==> config.mk <==
export PLATFORM = sky130hd
export DESIGN_NAME = ispfc_serial_port
export DESIGN_NICKNAME = d
export VERILOG_FILES = /design/src/inc/ispfc_pkg.sv /design/src/rtl/ispfc_serial_port.sv
export SDC_FILE = /design/constraint.sdc
export NUM_CORES = 1
export LEC_CHECK = 0
export ABC_AREA = 1
export CORE_AREA = 3 3 101 103
export DETAILED_ROUTE_END_ITERATION = 12
export DIE_AREA = 0 0 104 106
export DONT_BUFFER_PORTS = 1
export GPL_ROUTABILITY_DRIVEN = 0
export GPL_TIMING_DRIVEN = 0
export PLACE_DENSITY = 0.71
export SLEW_MARGIN = 40
export SYNTH_ARGS = -nofsm -noshare
export SYNTH_HDL_FRONTEND = slang
export SYNTH_SLANG_ARGS = --single-unit
==> constraint.sdc <==
create_clock -name ref_clk -period 4 [get_ports ref_clk]
set_input_delay 0.8 -clock ref_clk [delete_from_list [all_inputs] [get_ports ref_clk]]
set_output_delay 0.8 -clock ref_clk [all_outputs]
set_load 0.05 [all_outputs]
==> src/inc/ispfc_pkg.sv <==
// constants and types for the instrument serial port with rts/cts pacing
// assumes a single 25 MHz system clock and a fixed 8-N-1 frame
package ispfc_pkg;

  // clock and oversampling
  localparam int unsigned CLK_HZ      = 25_000_000;
  localparam int unsigned OVS         = 16;
  localparam logic [3:0]  TICK_MID    = 4'h7;
  localparam logic [3:0]  TICK_LAST   = 4'hF;

  // selectable rates, index into the table below
  localparam int          NUM_RATES   = 10;
  localparam int unsigned RATE_BAUD [NUM_RATES] = '{
    75, 110, 150, 300, 600, 1200, 2400, 4800, 9600, 19200
  };
  localparam logic [3:0]  RATE_IDX_RESET = 4'h8;
  localparam logic [3:0]  RATE_IDX_MAX   = 4'h9;
  localparam int          DIV_W          = 16;

  // frame and buffer
  localparam int          DATA_BITS   = 8;
  localparam logic [2:0]  LAST_BIT    = 3'h7;
  localparam int          RX_DEPTH_D  = 4;
  localparam logic [7:0]  LINE_TERM   = 8'h0A;

  typedef enum logic [1:0] {
    ISPFC_RX_IDLE,
    ISPFC_RX_START,
    ISPFC_RX_DATA,
    ISPFC_RX_STOP
  } ispfc_rx_state_t;

  typedef enum logic [1:0] {
    ISPFC_TX_IDLE,
    ISPFC_TX_START,
    ISPFC_TX_DATA,
    ISPFC_TX_STOP
  } ispfc_tx_state_t;

endpackage

==> src/rtl/ispfc_serial_port.sv <==
// serial port core: baud generator, receiver with small buffer, transmitter
// assumes pins are synchronous to ref_clk; command decoding lives upstream
`timescale 1ns/100ps
`default_nettype none
module ispfc_serial_port
  import ispfc_pkg::*;
#(
  parameter int RX_DEPTH = RX_DEPTH_D
) (
  // clock, reset, enable
  input  wire logic       ref_clk,
  input  wire logic       rst_n,
  input  wire logic       clk_en,
  // serial pins
  input  wire logic       rxd,
  output logic            txd,
  output logic            rts_n,
  input  wire logic       cts_n,
  // rate settings
  input  wire logic [3:0] baud_sel,
  input  wire logic       baud_load,
  input  wire logic       settings_reset,
  // mode and remote control
  input  wire logic       talk_only,
  input  wire logic       parallel_active,
  input  wire logic       remote_enter,
  input  wire logic       go_local,
  output logic            remote,
  // received characters
  output logic [7:0]      rx_data,
  output logic            rx_valid,
  input  wire logic       rx_pop,
  input  wire logic       validate_done,
  // characters to send
  input  wire logic [7:0] tx_data,
  input  wire logic       tx_valid,
  output logic            tx_ready
);
  localparam int CW = $clog2(RX_DEPTH + 1);
  localparam logic [CW-1:0] CNT_FULL = CW'(RX_DEPTH);
  // baud generator
  logic [DIV_W-1:0] div_tab [NUM_RATES];
  logic [3:0]       baud_idx_q;
  logic [DIV_W-1:0] div_cnt_q;
  logic             tick_q;
  for (genvar r = 0; r < NUM_RATES; r++) begin : g_div
    assign div_tab[r] = DIV_W'(CLK_HZ / (OVS * RATE_BAUD[r]) - 1);
  end
  always_ff @(posedge ref_clk or negedge rst_n) begin
    if (!rst_n) begin
      baud_idx_q <= RATE_IDX_RESET;
    end else if (clk_en && settings_reset) begin
      baud_idx_q <= RATE_IDX_RESET;
    end else if (clk_en && baud_load && baud_sel <= RATE_IDX_MAX) begin
      baud_idx_q <= baud_sel;
    end
  end
  // one tick drives both directions, so rx and tx always share the rate
  always_ff @(posedge ref_clk or negedge rst_n) begin
    if (!rst_n) begin
      div_cnt_q <= '0;
      tick_q    <= 1'b0;
    end else if (clk_en) begin
      if (div_cnt_q == '0 || baud_load || settings_reset) begin
        div_cnt_q <= div_tab[baud_idx_q];
      end else begin
        div_cnt_q <= div_cnt_q - 1'b1;
      end
      tick_q <= (div_cnt_q == '0);
    end
  end
  // receiver
  ispfc_rx_state_t rx_st_q;
  logic [3:0]      rx_tcnt_q;
  logic [2:0]      rx_bit_q;
  logic [7:0]      rx_sh_q;
  logic            rx_done;
  logic            push;
  logic            pop;
  logic [CW-1:0]   cnt_q;
  logic [CW-1:0]   cnt_d;
  logic            validating_q;
  logic            validating_d;
  logic [7:0]      mem_q [RX_DEPTH];
  logic            rts_n_q;
  logic            rx_valid_q;
  always_ff @(posedge ref_clk or negedge rst_n) begin
    if (!rst_n) begin
      rx_st_q   <= ISPFC_RX_IDLE;
      rx_tcnt_q <= 4'h0;
      rx_bit_q  <= 3'h0;
      rx_sh_q   <= 8'h00;
    end else if (clk_en) begin
      case (rx_st_q)
        ISPFC_RX_IDLE: begin
          rx_tcnt_q <= 4'h0;
          if (!rxd) begin
            rx_st_q <= ISPFC_RX_START;
          end
        end
        ISPFC_RX_START: begin
          if (tick_q) begin
            if (rx_tcnt_q == TICK_MID) begin
              // a glitch shorter than half a bit is not a start
              rx_tcnt_q <= 4'h0;
              rx_bit_q  <= 3'h0;
              rx_st_q   <= rxd ? ISPFC_RX_IDLE : ISPFC_RX_DATA;
            end else begin
              rx_tcnt_q <= rx_tcnt_q + 4'h1;
            end
          end
        end
        ISPFC_RX_DATA: begin
          if (tick_q) begin
            rx_tcnt_q <= rx_tcnt_q + 4'h1;
            if (rx_tcnt_q == TICK_LAST) begin
              rx_sh_q <= {rxd, rx_sh_q[7:1]};
              rx_bit_q <= rx_bit_q + 3'h1;
              if (rx_bit_q == LAST_BIT) begin
                rx_st_q <= ISPFC_RX_STOP;
              end
            end
          end
        end
        ISPFC_RX_STOP: begin
          if (tick_q) begin
            rx_tcnt_q <= rx_tcnt_q + 4'h1;
            if (rx_tcnt_q == TICK_LAST) begin
              rx_st_q <= ISPFC_RX_IDLE;
            end
          end
        end
        default: rx_st_q <= ISPFC_RX_IDLE;
      endcase
    end
  end
  // a character counts only with a mark stop bit; xon/xoff stay data
  assign rx_done = (rx_st_q == ISPFC_RX_STOP) && tick_q &&
                   (rx_tcnt_q == TICK_LAST) && rxd;
  assign pop  = rx_pop && rx_valid_q;
  // talk-only drops every incoming character, so no command is seen
  assign push = rx_done && !talk_only && (cnt_q != CNT_FULL || pop);
  always_comb begin
    cnt_d = cnt_q;
    if (push && !pop) begin
      cnt_d = cnt_q + 1'b1;
    end else if (pop && !push) begin
      cnt_d = cnt_q - 1'b1;
    end
    // a terminator stored with validate_done wins: the hold is set
    validating_d = (push && rx_sh_q == LINE_TERM) ||
                   (validating_q && !validate_done);
  end
  // head of the buffer is entry 0, so rx_data is a flop with no read mux
  for (genvar i = 0; i < RX_DEPTH; i++) begin : g_ent
    logic [7:0] nxt;
    if (i < RX_DEPTH - 1) begin : g_sh
      assign nxt = mem_q[i+1];
    end else begin : g_last
      assign nxt = mem_q[i];
    end
    always_ff @(posedge ref_clk or negedge rst_n) begin
      if (!rst_n) begin
        mem_q[i] <= 8'h00;
      end else if (clk_en) begin
        if (pop && push && CW'(i + 1) == cnt_q) begin
          mem_q[i] <= rx_sh_q;
        end else if (pop) begin
          mem_q[i] <= nxt;
        end else if (push && CW'(i) == cnt_q) begin
          mem_q[i] <= rx_sh_q;
        end
      end
    end
  end
  always_ff @(posedge ref_clk or negedge rst_n) begin
    if (!rst_n) begin
      cnt_q        <= '0;
      validating_q <= 1'b0;
      rx_valid_q   <= 1'b0;
      rts_n_q      <= 1'b0;
    end else if (clk_en) begin
      cnt_q        <= cnt_d;
      validating_q <= validating_d;
      rx_valid_q   <= (cnt_d != '0);
      // rts follows the next buffer state in the same edge
      rts_n_q      <= (cnt_d == CNT_FULL) || validating_d;
    end
  end
  // remote/local state
  logic remote_q;
  always_ff @(posedge ref_clk or negedge rst_n) begin
    if (!rst_n) begin
      remote_q <= 1'b0;
    end else if (clk_en) begin
      // the excluding modes win over entry, and entry over go_local
      remote_q <= !(talk_only || parallel_active) &&
                  (remote_enter || (remote_q && !go_local));
    end
  end
  // transmitter
  ispfc_tx_state_t tx_st_q;
  logic [3:0]      tx_tcnt_q;
  logic [2:0]      tx_bit_q;
  logic [7:0]      tx_sh_q;
  logic            txd_q;
  logic            tx_ready_q;
  logic            tx_go;
  // cts is looked at only here, at the start of a character
  // talk-only results leave through this same path
  assign tx_go = tx_valid && tx_ready_q && !cts_n;
  always_ff @(posedge ref_clk or negedge rst_n) begin
    if (!rst_n) begin
      tx_st_q    <= ISPFC_TX_IDLE;
      tx_tcnt_q  <= 4'h0;
      tx_bit_q   <= 3'h0;
      tx_sh_q    <= 8'h00;
      txd_q      <= 1'b1;
      tx_ready_q <= 1'b0;
    end else if (clk_en) begin
      case (tx_st_q)
        ISPFC_TX_IDLE: begin
          txd_q      <= 1'b1;
          tx_tcnt_q  <= 4'h0;
          tx_ready_q <= 1'b1;
          if (tx_go) begin
            tx_sh_q    <= tx_data;
            txd_q      <= 1'b0;
            tx_ready_q <= 1'b0;
            tx_st_q    <= ISPFC_TX_START;
          end
        end
        ISPFC_TX_START: begin
          if (tick_q) begin
            tx_tcnt_q <= tx_tcnt_q + 4'h1;
            if (tx_tcnt_q == TICK_LAST) begin
              txd_q    <= tx_sh_q[0];
              tx_bit_q <= 3'h0;
              tx_st_q  <= ISPFC_TX_DATA;
            end
          end
        end
        ISPFC_TX_DATA: begin
          if (tick_q) begin
            tx_tcnt_q <= tx_tcnt_q + 4'h1;
            if (tx_tcnt_q == TICK_LAST) begin
              tx_bit_q <= tx_bit_q + 3'h1;
              if (tx_bit_q == LAST_BIT) begin
                txd_q   <= 1'b1;
                tx_st_q <= ISPFC_TX_STOP;
              end else begin
                txd_q   <= tx_sh_q[1];
                tx_sh_q <= {1'b0, tx_sh_q[7:1]};
              end
            end
          end
        end
        ISPFC_TX_STOP: begin
          if (tick_q) begin
            tx_tcnt_q <= tx_tcnt_q + 4'h1;
            if (tx_tcnt_q == TICK_LAST) begin
              tx_st_q <= ISPFC_TX_IDLE;
            end
          end
        end
        default: tx_st_q <= ISPFC_TX_IDLE;
      endcase
    end
  end
  assign txd      = txd_q;
  assign rts_n    = rts_n_q;
  assign remote   = remote_q;
  assign rx_data  = mem_q[0];
  assign rx_valid = rx_valid_q;
  assign tx_ready = tx_ready_q;
endmodule
`default_nettype wire

* Yosys cells after proc, flatten, opt, wreduce, memory -nomap -nowiden
Memory sizes are Yosys's and may differ from the RTL's.
Cells that the tools add are included.
** Storage, ports and cells
- Output and inout bits :: 13
- Word-level logic and storage cells :: 207
- Input port bits :: 26
- Memories :: 1
- Register bits :: 96
- ROM bits :: 256
** Cells by class
- Reductions and logical operators :: 70
- Equality and inequality tests :: 38
- Mux-type cells :: 66
- Add/subtract/negate cells :: 7
- $lt $le $gt $ge :: 2
- Bitwise operators :: 1
** Memory list
- (no name shown) :: depth 16, width 16, rd ports 1, clocked after memory_dff 0, wr ports 0, line ispfc_serial_port.sv:65 : div_cnt_q <= div_tab[baud_idx_q];
** Operators by type and width (count)
- 8-bit two-way mux :: 16
- 16-bit two-way mux :: 3
- 2-bit two-way mux :: 17
- 2-bit inequality test, second input constant :: 17
- 3-bit two-way mux :: 10
- 1-bit logical AND :: 26
- 4-bit two-way mux :: 6
- 6-bit AND reduction :: 4
- 9-bit AND reduction :: 2
- 16-bit zero test :: 1
- 2-bit one-hot mux with 4 select lines :: 2
- 8-bit one-hot mux with 2 select lines :: 1
- 16-bit by 1-bit subtractor with 16-bit output, second input constant :: 1
- 3-bit nonzero test :: 5
- 3-bit one-hot mux with 2 select lines :: 2
- 4-bit one-hot mux with 3 select lines :: 1
- 2-bit AND reduction :: 5
- 2-bit nonzero test :: 5
- 3-bit by 1-bit adder with 3-bit output, second input constant :: 3
- 3-bit == test, second input constant :: 3
- 4-bit by 1-bit adder with 4-bit output, second input constant :: 2
- 2-bit == test, second input constant :: 4
- 4-bit == test, second input constant :: 2
- 8-bit by 4-bit == test with 1-bit output, second input constant :: 1
- other kinds (22) :: 45

* Depth between registers and ports, before layout
- Depth after elaboration :: 12
- Gate-level depth with buffers :: 11

* Worst setup path before layout
OpenSTA, ideal clock, no wires.
- Path type :: in2reg
- From :: input clk_en
- To :: register tx_sh_q[5]
- Stages on the path :: 8
- Data required time :: 3.918 ns
- Arrival time :: 1.750 ns
- Path buffers :: 2
- Slack :: 2.168 ns
- Cells stage by stage :: buf_4 > inv_2 > o21ai_2 > nand2_1 > nor2_4 > buf_4 > nor2_1 > a31oi_1
** On the way
- Word-level cells in the longest chain between the ends :: 1
** Ends and longest elaborated chain
- from (decl) :: line ispfc_serial_port.sv:13 : input wire logic clk_en,
- 6-bit AND reduction (no line)
- to (signal assigned) :: line ispfc_serial_port.sv:227 : tx_sh_q <= tx_data;
- to (signal assigned) :: line ispfc_serial_port.sv:253 : tx_sh_q <= {1'b0, tx_sh_q[7:1]};
- to (decl) :: line ispfc_serial_port.sv:205 : logic [7:0] tx_sh_q;
No other way between the ends.
A chain may end at the register's enable or synchronous reset.

* Worst setup path after layout
- From :: register rx_valid_q (netlist: rx_valid)
- To :: register mem_q (netlist bit g_ent[2].nxt[5])
** On the way
- Word-level cells in the longest chain between the ends :: 7
- Elaborated cells on any way between the ends :: 10
- Those cells by class :: 1 x eq/ne; 1 x mux; 8 x reduce/logical
** Ends and longest elaborated chain
- from (decl) :: line ispfc_serial_port.sv:86 : logic rx_valid_q;
- from (signal assigned) :: line ispfc_serial_port.sv:185 : rx_valid_q <= (cnt_d != '0);
- 1-bit logical AND * :: line ispfc_serial_port.sv:140 : assign pop = rx_pop && rx_valid_q;
- 1-bit logical OR :: line ispfc_serial_port.sv:142 : assign push = rx_done && !talk_only && (cnt_q != CNT_FULL || pop);
- 1-bit logical AND :: line ispfc_serial_port.sv:142
- 1-bit logical AND (2 in a row) :: line ispfc_serial_port.sv:166 : if (pop && push && CW'(i + 1) == cnt_q) begin
- 2-bit by 1-bit inequality test with 1-bit output (no line) / 2-bit nonzero test (equally long branches)
- 3-bit AND reduction (no line)
- to (signal, indexed assignment) :: line ispfc_serial_port.sv:167 : mem_q[i] <= rx_sh_q;
- to (signal, indexed assignment) :: line ispfc_serial_port.sv:169 : mem_q[i] <= nxt;
- to (signal, indexed assignment) :: line ispfc_serial_port.sv:171 : mem_q[i] <= rx_sh_q;
- to (decl) :: line ispfc_serial_port.sv:84 : logic [7:0] mem_q [RX_DEPTH];
Mark *: on every way between the ends. The rest lies on a longest branch, timed or not.

==> flow_summary.json <==
{
  "yosys_warnings": 0,
  "root_buffer": "clkbuf_8",
  "end_kind": "flop",
  "gr-total-overflow": 0,
  "finalSetupTns_ns": 0,
  "layout-drive-gt1-share": 0.0995,
  "grt_max_degree": 97,
  "cap_viol_max_count": 0,
  "drt-pass1-iter-count": 5,
  "post_cts_buffers": 0,
  "critPathTopFamily": "simple AND/OR/NAND/NOR gates",
  "io_buffers": 0,
  "wl_per_cell_um": 14.2,
  "period_needed_ns": 2.05,
  "pwr-share-comb": 0.324,
  "antenna_left": 0,
  "grt_first_pass_wirelength_mm": 21.0,
  "synthToLayoutAreaGrowth_pct": 6.31,
  "nets": 779,
  "ctsResizeCount": 0,
  "place_inst": 847,
  "avgSynthCellArea_um2": 7.79,
  "diodes": 0,
  "vias": 4710,
  "postCtsHoldBufs": 0,
  "grt_usage": 0.231,
  "grt_pass1_vias": 4544,
  "peakVddDrop_mv": 0.310,
  "skew_ns": 0.0108,
  "row_count": 35,
  "rsz0062_at_grt": "no",
  "clock_path_buffers": 2,
  "power_mw": 3.43,
  "min_period_over_period": 0.513,
  "core_um2": 9280,
  "crit_start": "rx_valid",
  "yosysTopAreaCell": "dfrtp_1",
  "synth_ff_type": "dfrtp_1",
  "status": "finished, final reports clean",
  "synth_common_cells": "nand2_1, dfrtp_1, nor2_1",
  "final-hold-violation-count": 0,
  "syn_inst": 718,
  "slew_headroom": 0.620,
  "p_int_mw": 1.91,
  "dp_hpwl_mm": 9.18,
  "io_pins": 39,
  "cts.sinks": 96,
  "drc_errors": 0,
  "dieWidth_um": 104,
  "start_kind": "flop",
  "slew_viol_final": 0,
  "crit_buf_inv": 2,
  "pwr-share-seq": 0.493,
  "synth_fp_nets": 768,
  "arrival_ns": 2.33,
  "clk_pin_slew_ns": 0.11,
  "drtIter0Drc": 262,
  "n_fill_cell": 835,
  "start_util": 0.602,
  "setup_viol": 0,
  "htreeDepth": 3,
  "crit_required_ns": 4.27,
  "numCtsBuffers": 9,
  "syn_area_um2": 5590,
  "synth.most_common_cell": "nand2_1",
  "path_cells": "nand2_2 > inv_2 > nor2_1 > nor2_2 > nand3_2 > buf_6 > nand2_1 > o21ai_2",
  "async_flop_share": 1.00,
  "worstMarginPinSlew_ns": 0.567,
  "final_cells": 863,
  "pwr-share-clk": 0.183,
  "cpPeakStageDelay_ns": 0.69,
  "swShare": 0.441,
  "totalWireLength_mm": 12.2,
  "viasPerCell": 5.46,
  "fmaxAchievable_mhz": 487,
  "power.switching_mw": 1.51,
  "yosysSeqAreaShare": 0.430,
  "die_y_um": 106,
  "clk_latency_ns": 0.37,
  "synth-edff-count": 0,
  "die_area_um2": 11000,
  "ys_seq_elements": 96,
  "worst_path_max_delay_cell": "dfrtp_1",
  "p_leak_nw": 2.88,
  "synth_top_area_share": 0.421,
  "power.density_nw_per_um2": 576,
  "antenna_found_initial": 0,
  "crit_path_max_fanout": 10,
  "cts_tree": "yes",
  "synth_area_leaders": "dfrtp_1, nand2_1, ha_1",
  "criticalPathCategory": "flop to flop",
  "rr_startpoint": "rx_valid",
  "worstHoldPathType": "primary input to asynchronous set/reset pin",
  "ys_types": 46
}
power by group through the flow:
stage | logic, mW | registers (mW) | clock network, mW
global route | 1.28 | 1.73 | 0.690
CTS | 1.11 | 1.69 | 0.644
global placement | 1.07 | 1.70 | 0
finish | 1.11 | 1.69 | 0.626
detailed placement | 1.10 | 1.71 | 0
floorplan | 0.907 | 1.65 | 0
cell type report:
| cell class | count | area (um2) | area share |
|---|---|---|---|
| plain buffers | 18 | 118 | 0.0198 |
| well taps | 129 | 161 | 0.0272 |
| inverters | 66 | 249 | 0.0419 |
| clock inverters | 7 | 67.6 | 0.0114 |
| multi-input cells | 538 | 2820 | 0.474 |
| flip-flops and latches | 96 | 2400 | 0.405 |
| clock buffers | 9 | 124 | 0.0208 |
flip-flops by register name (all words and copies together) (netlist names), named ones only:
signal,cells
tx_bit_q,3
rx_data,8
div_cnt_q,16
tx_tcnt_q,4
tx_st_q,2
cnt_q,3
g_ent.nxt,24
rx_sh_q,8
remote,1
tx_ready,1
txd,1
rx_st_q,1
validating_q,1
tx_sh_q,8
tick_q,1
rx_bit_q,3
baud_idx_q,4
rx_valid,1
rts_n,1
rx_tcnt_q,4
cell usage in the layout, fill, tap and decap left out, types with 11 or more instances in the layout:
cell type | netlist | layout
ha_1 | 24 | 24
o21ai_0 | 55 | 55
nor2_1 | 70 | 70
inv_1 | 59 | 59
xor2_1 | 13 | 13
a21oi_1 | 25 | 25
nand3_1 | 44 | 44
nand4_1 | 11 | 11
nand2_1 | 220 | 220
dfrtp_1 | 94 | 94
o21ai_2 | 11 | 11
cells by family (layout without fill, tap and decap cells):
family                   count (synthesis)  after routing  share of synthesized area
buffers and inverters                   84            100                     0.0656
multiplexers                             1              1                    0.00201
flip-flops                              96             96                      0.430
XOR/XNOR                                14             14                     0.0219
AO/OA/AOI/OAI                          127            127                      0.137
AND/OR/NAND/NOR                        372            372                      0.289
adder cells (fa/ha/maj)                 24             24                     0.0537
layer usage:
| metal | wire, um | global-route usage |
|---|---|---|
| met1 | 5580 | 0.315 |
| met2 | 5880 | 0.377 |
| met3 | 547 | 0.0364 |
| met4 | 210 | 0.0826 |
| met5 | 0 | 0 |
metrics by stage:
stage | setup WS (ns) | hold WS [ns] | instance area (um2) | util
finish | 1.95 | 0.117 | 5940 | 0.640
CTS | 1.96 | 0.0910 | 5940 | 0.640
global route | 1.83 | 0.0801 | 5940 | 0.640
floorplan | 2.17 | 0.433 | 5590 | -
detailed placement | 1.78 | 0.460 | 5750 | 0.620
global placement | 1.76 | 0.456 | 5750 | 0.620
final timing paths:
path	to	slack [ns]	cells after the start
worst max-delay path	g_ent[2].nxt[5]	1.95	8
worst min-delay path	rx_data[5]	0.12	0
worst max register to register	g_ent[2].nxt[5]	1.95	8
worst min register to register	g_ent[2].nxt[0]	0.48	2
max in group asynchronous	baud_idx_q[3]	3.63	0
min in group ref_clk	g_ent[2].nxt[0]	0.48	2
Note: power is estimated with default switching activity, not from simulation.
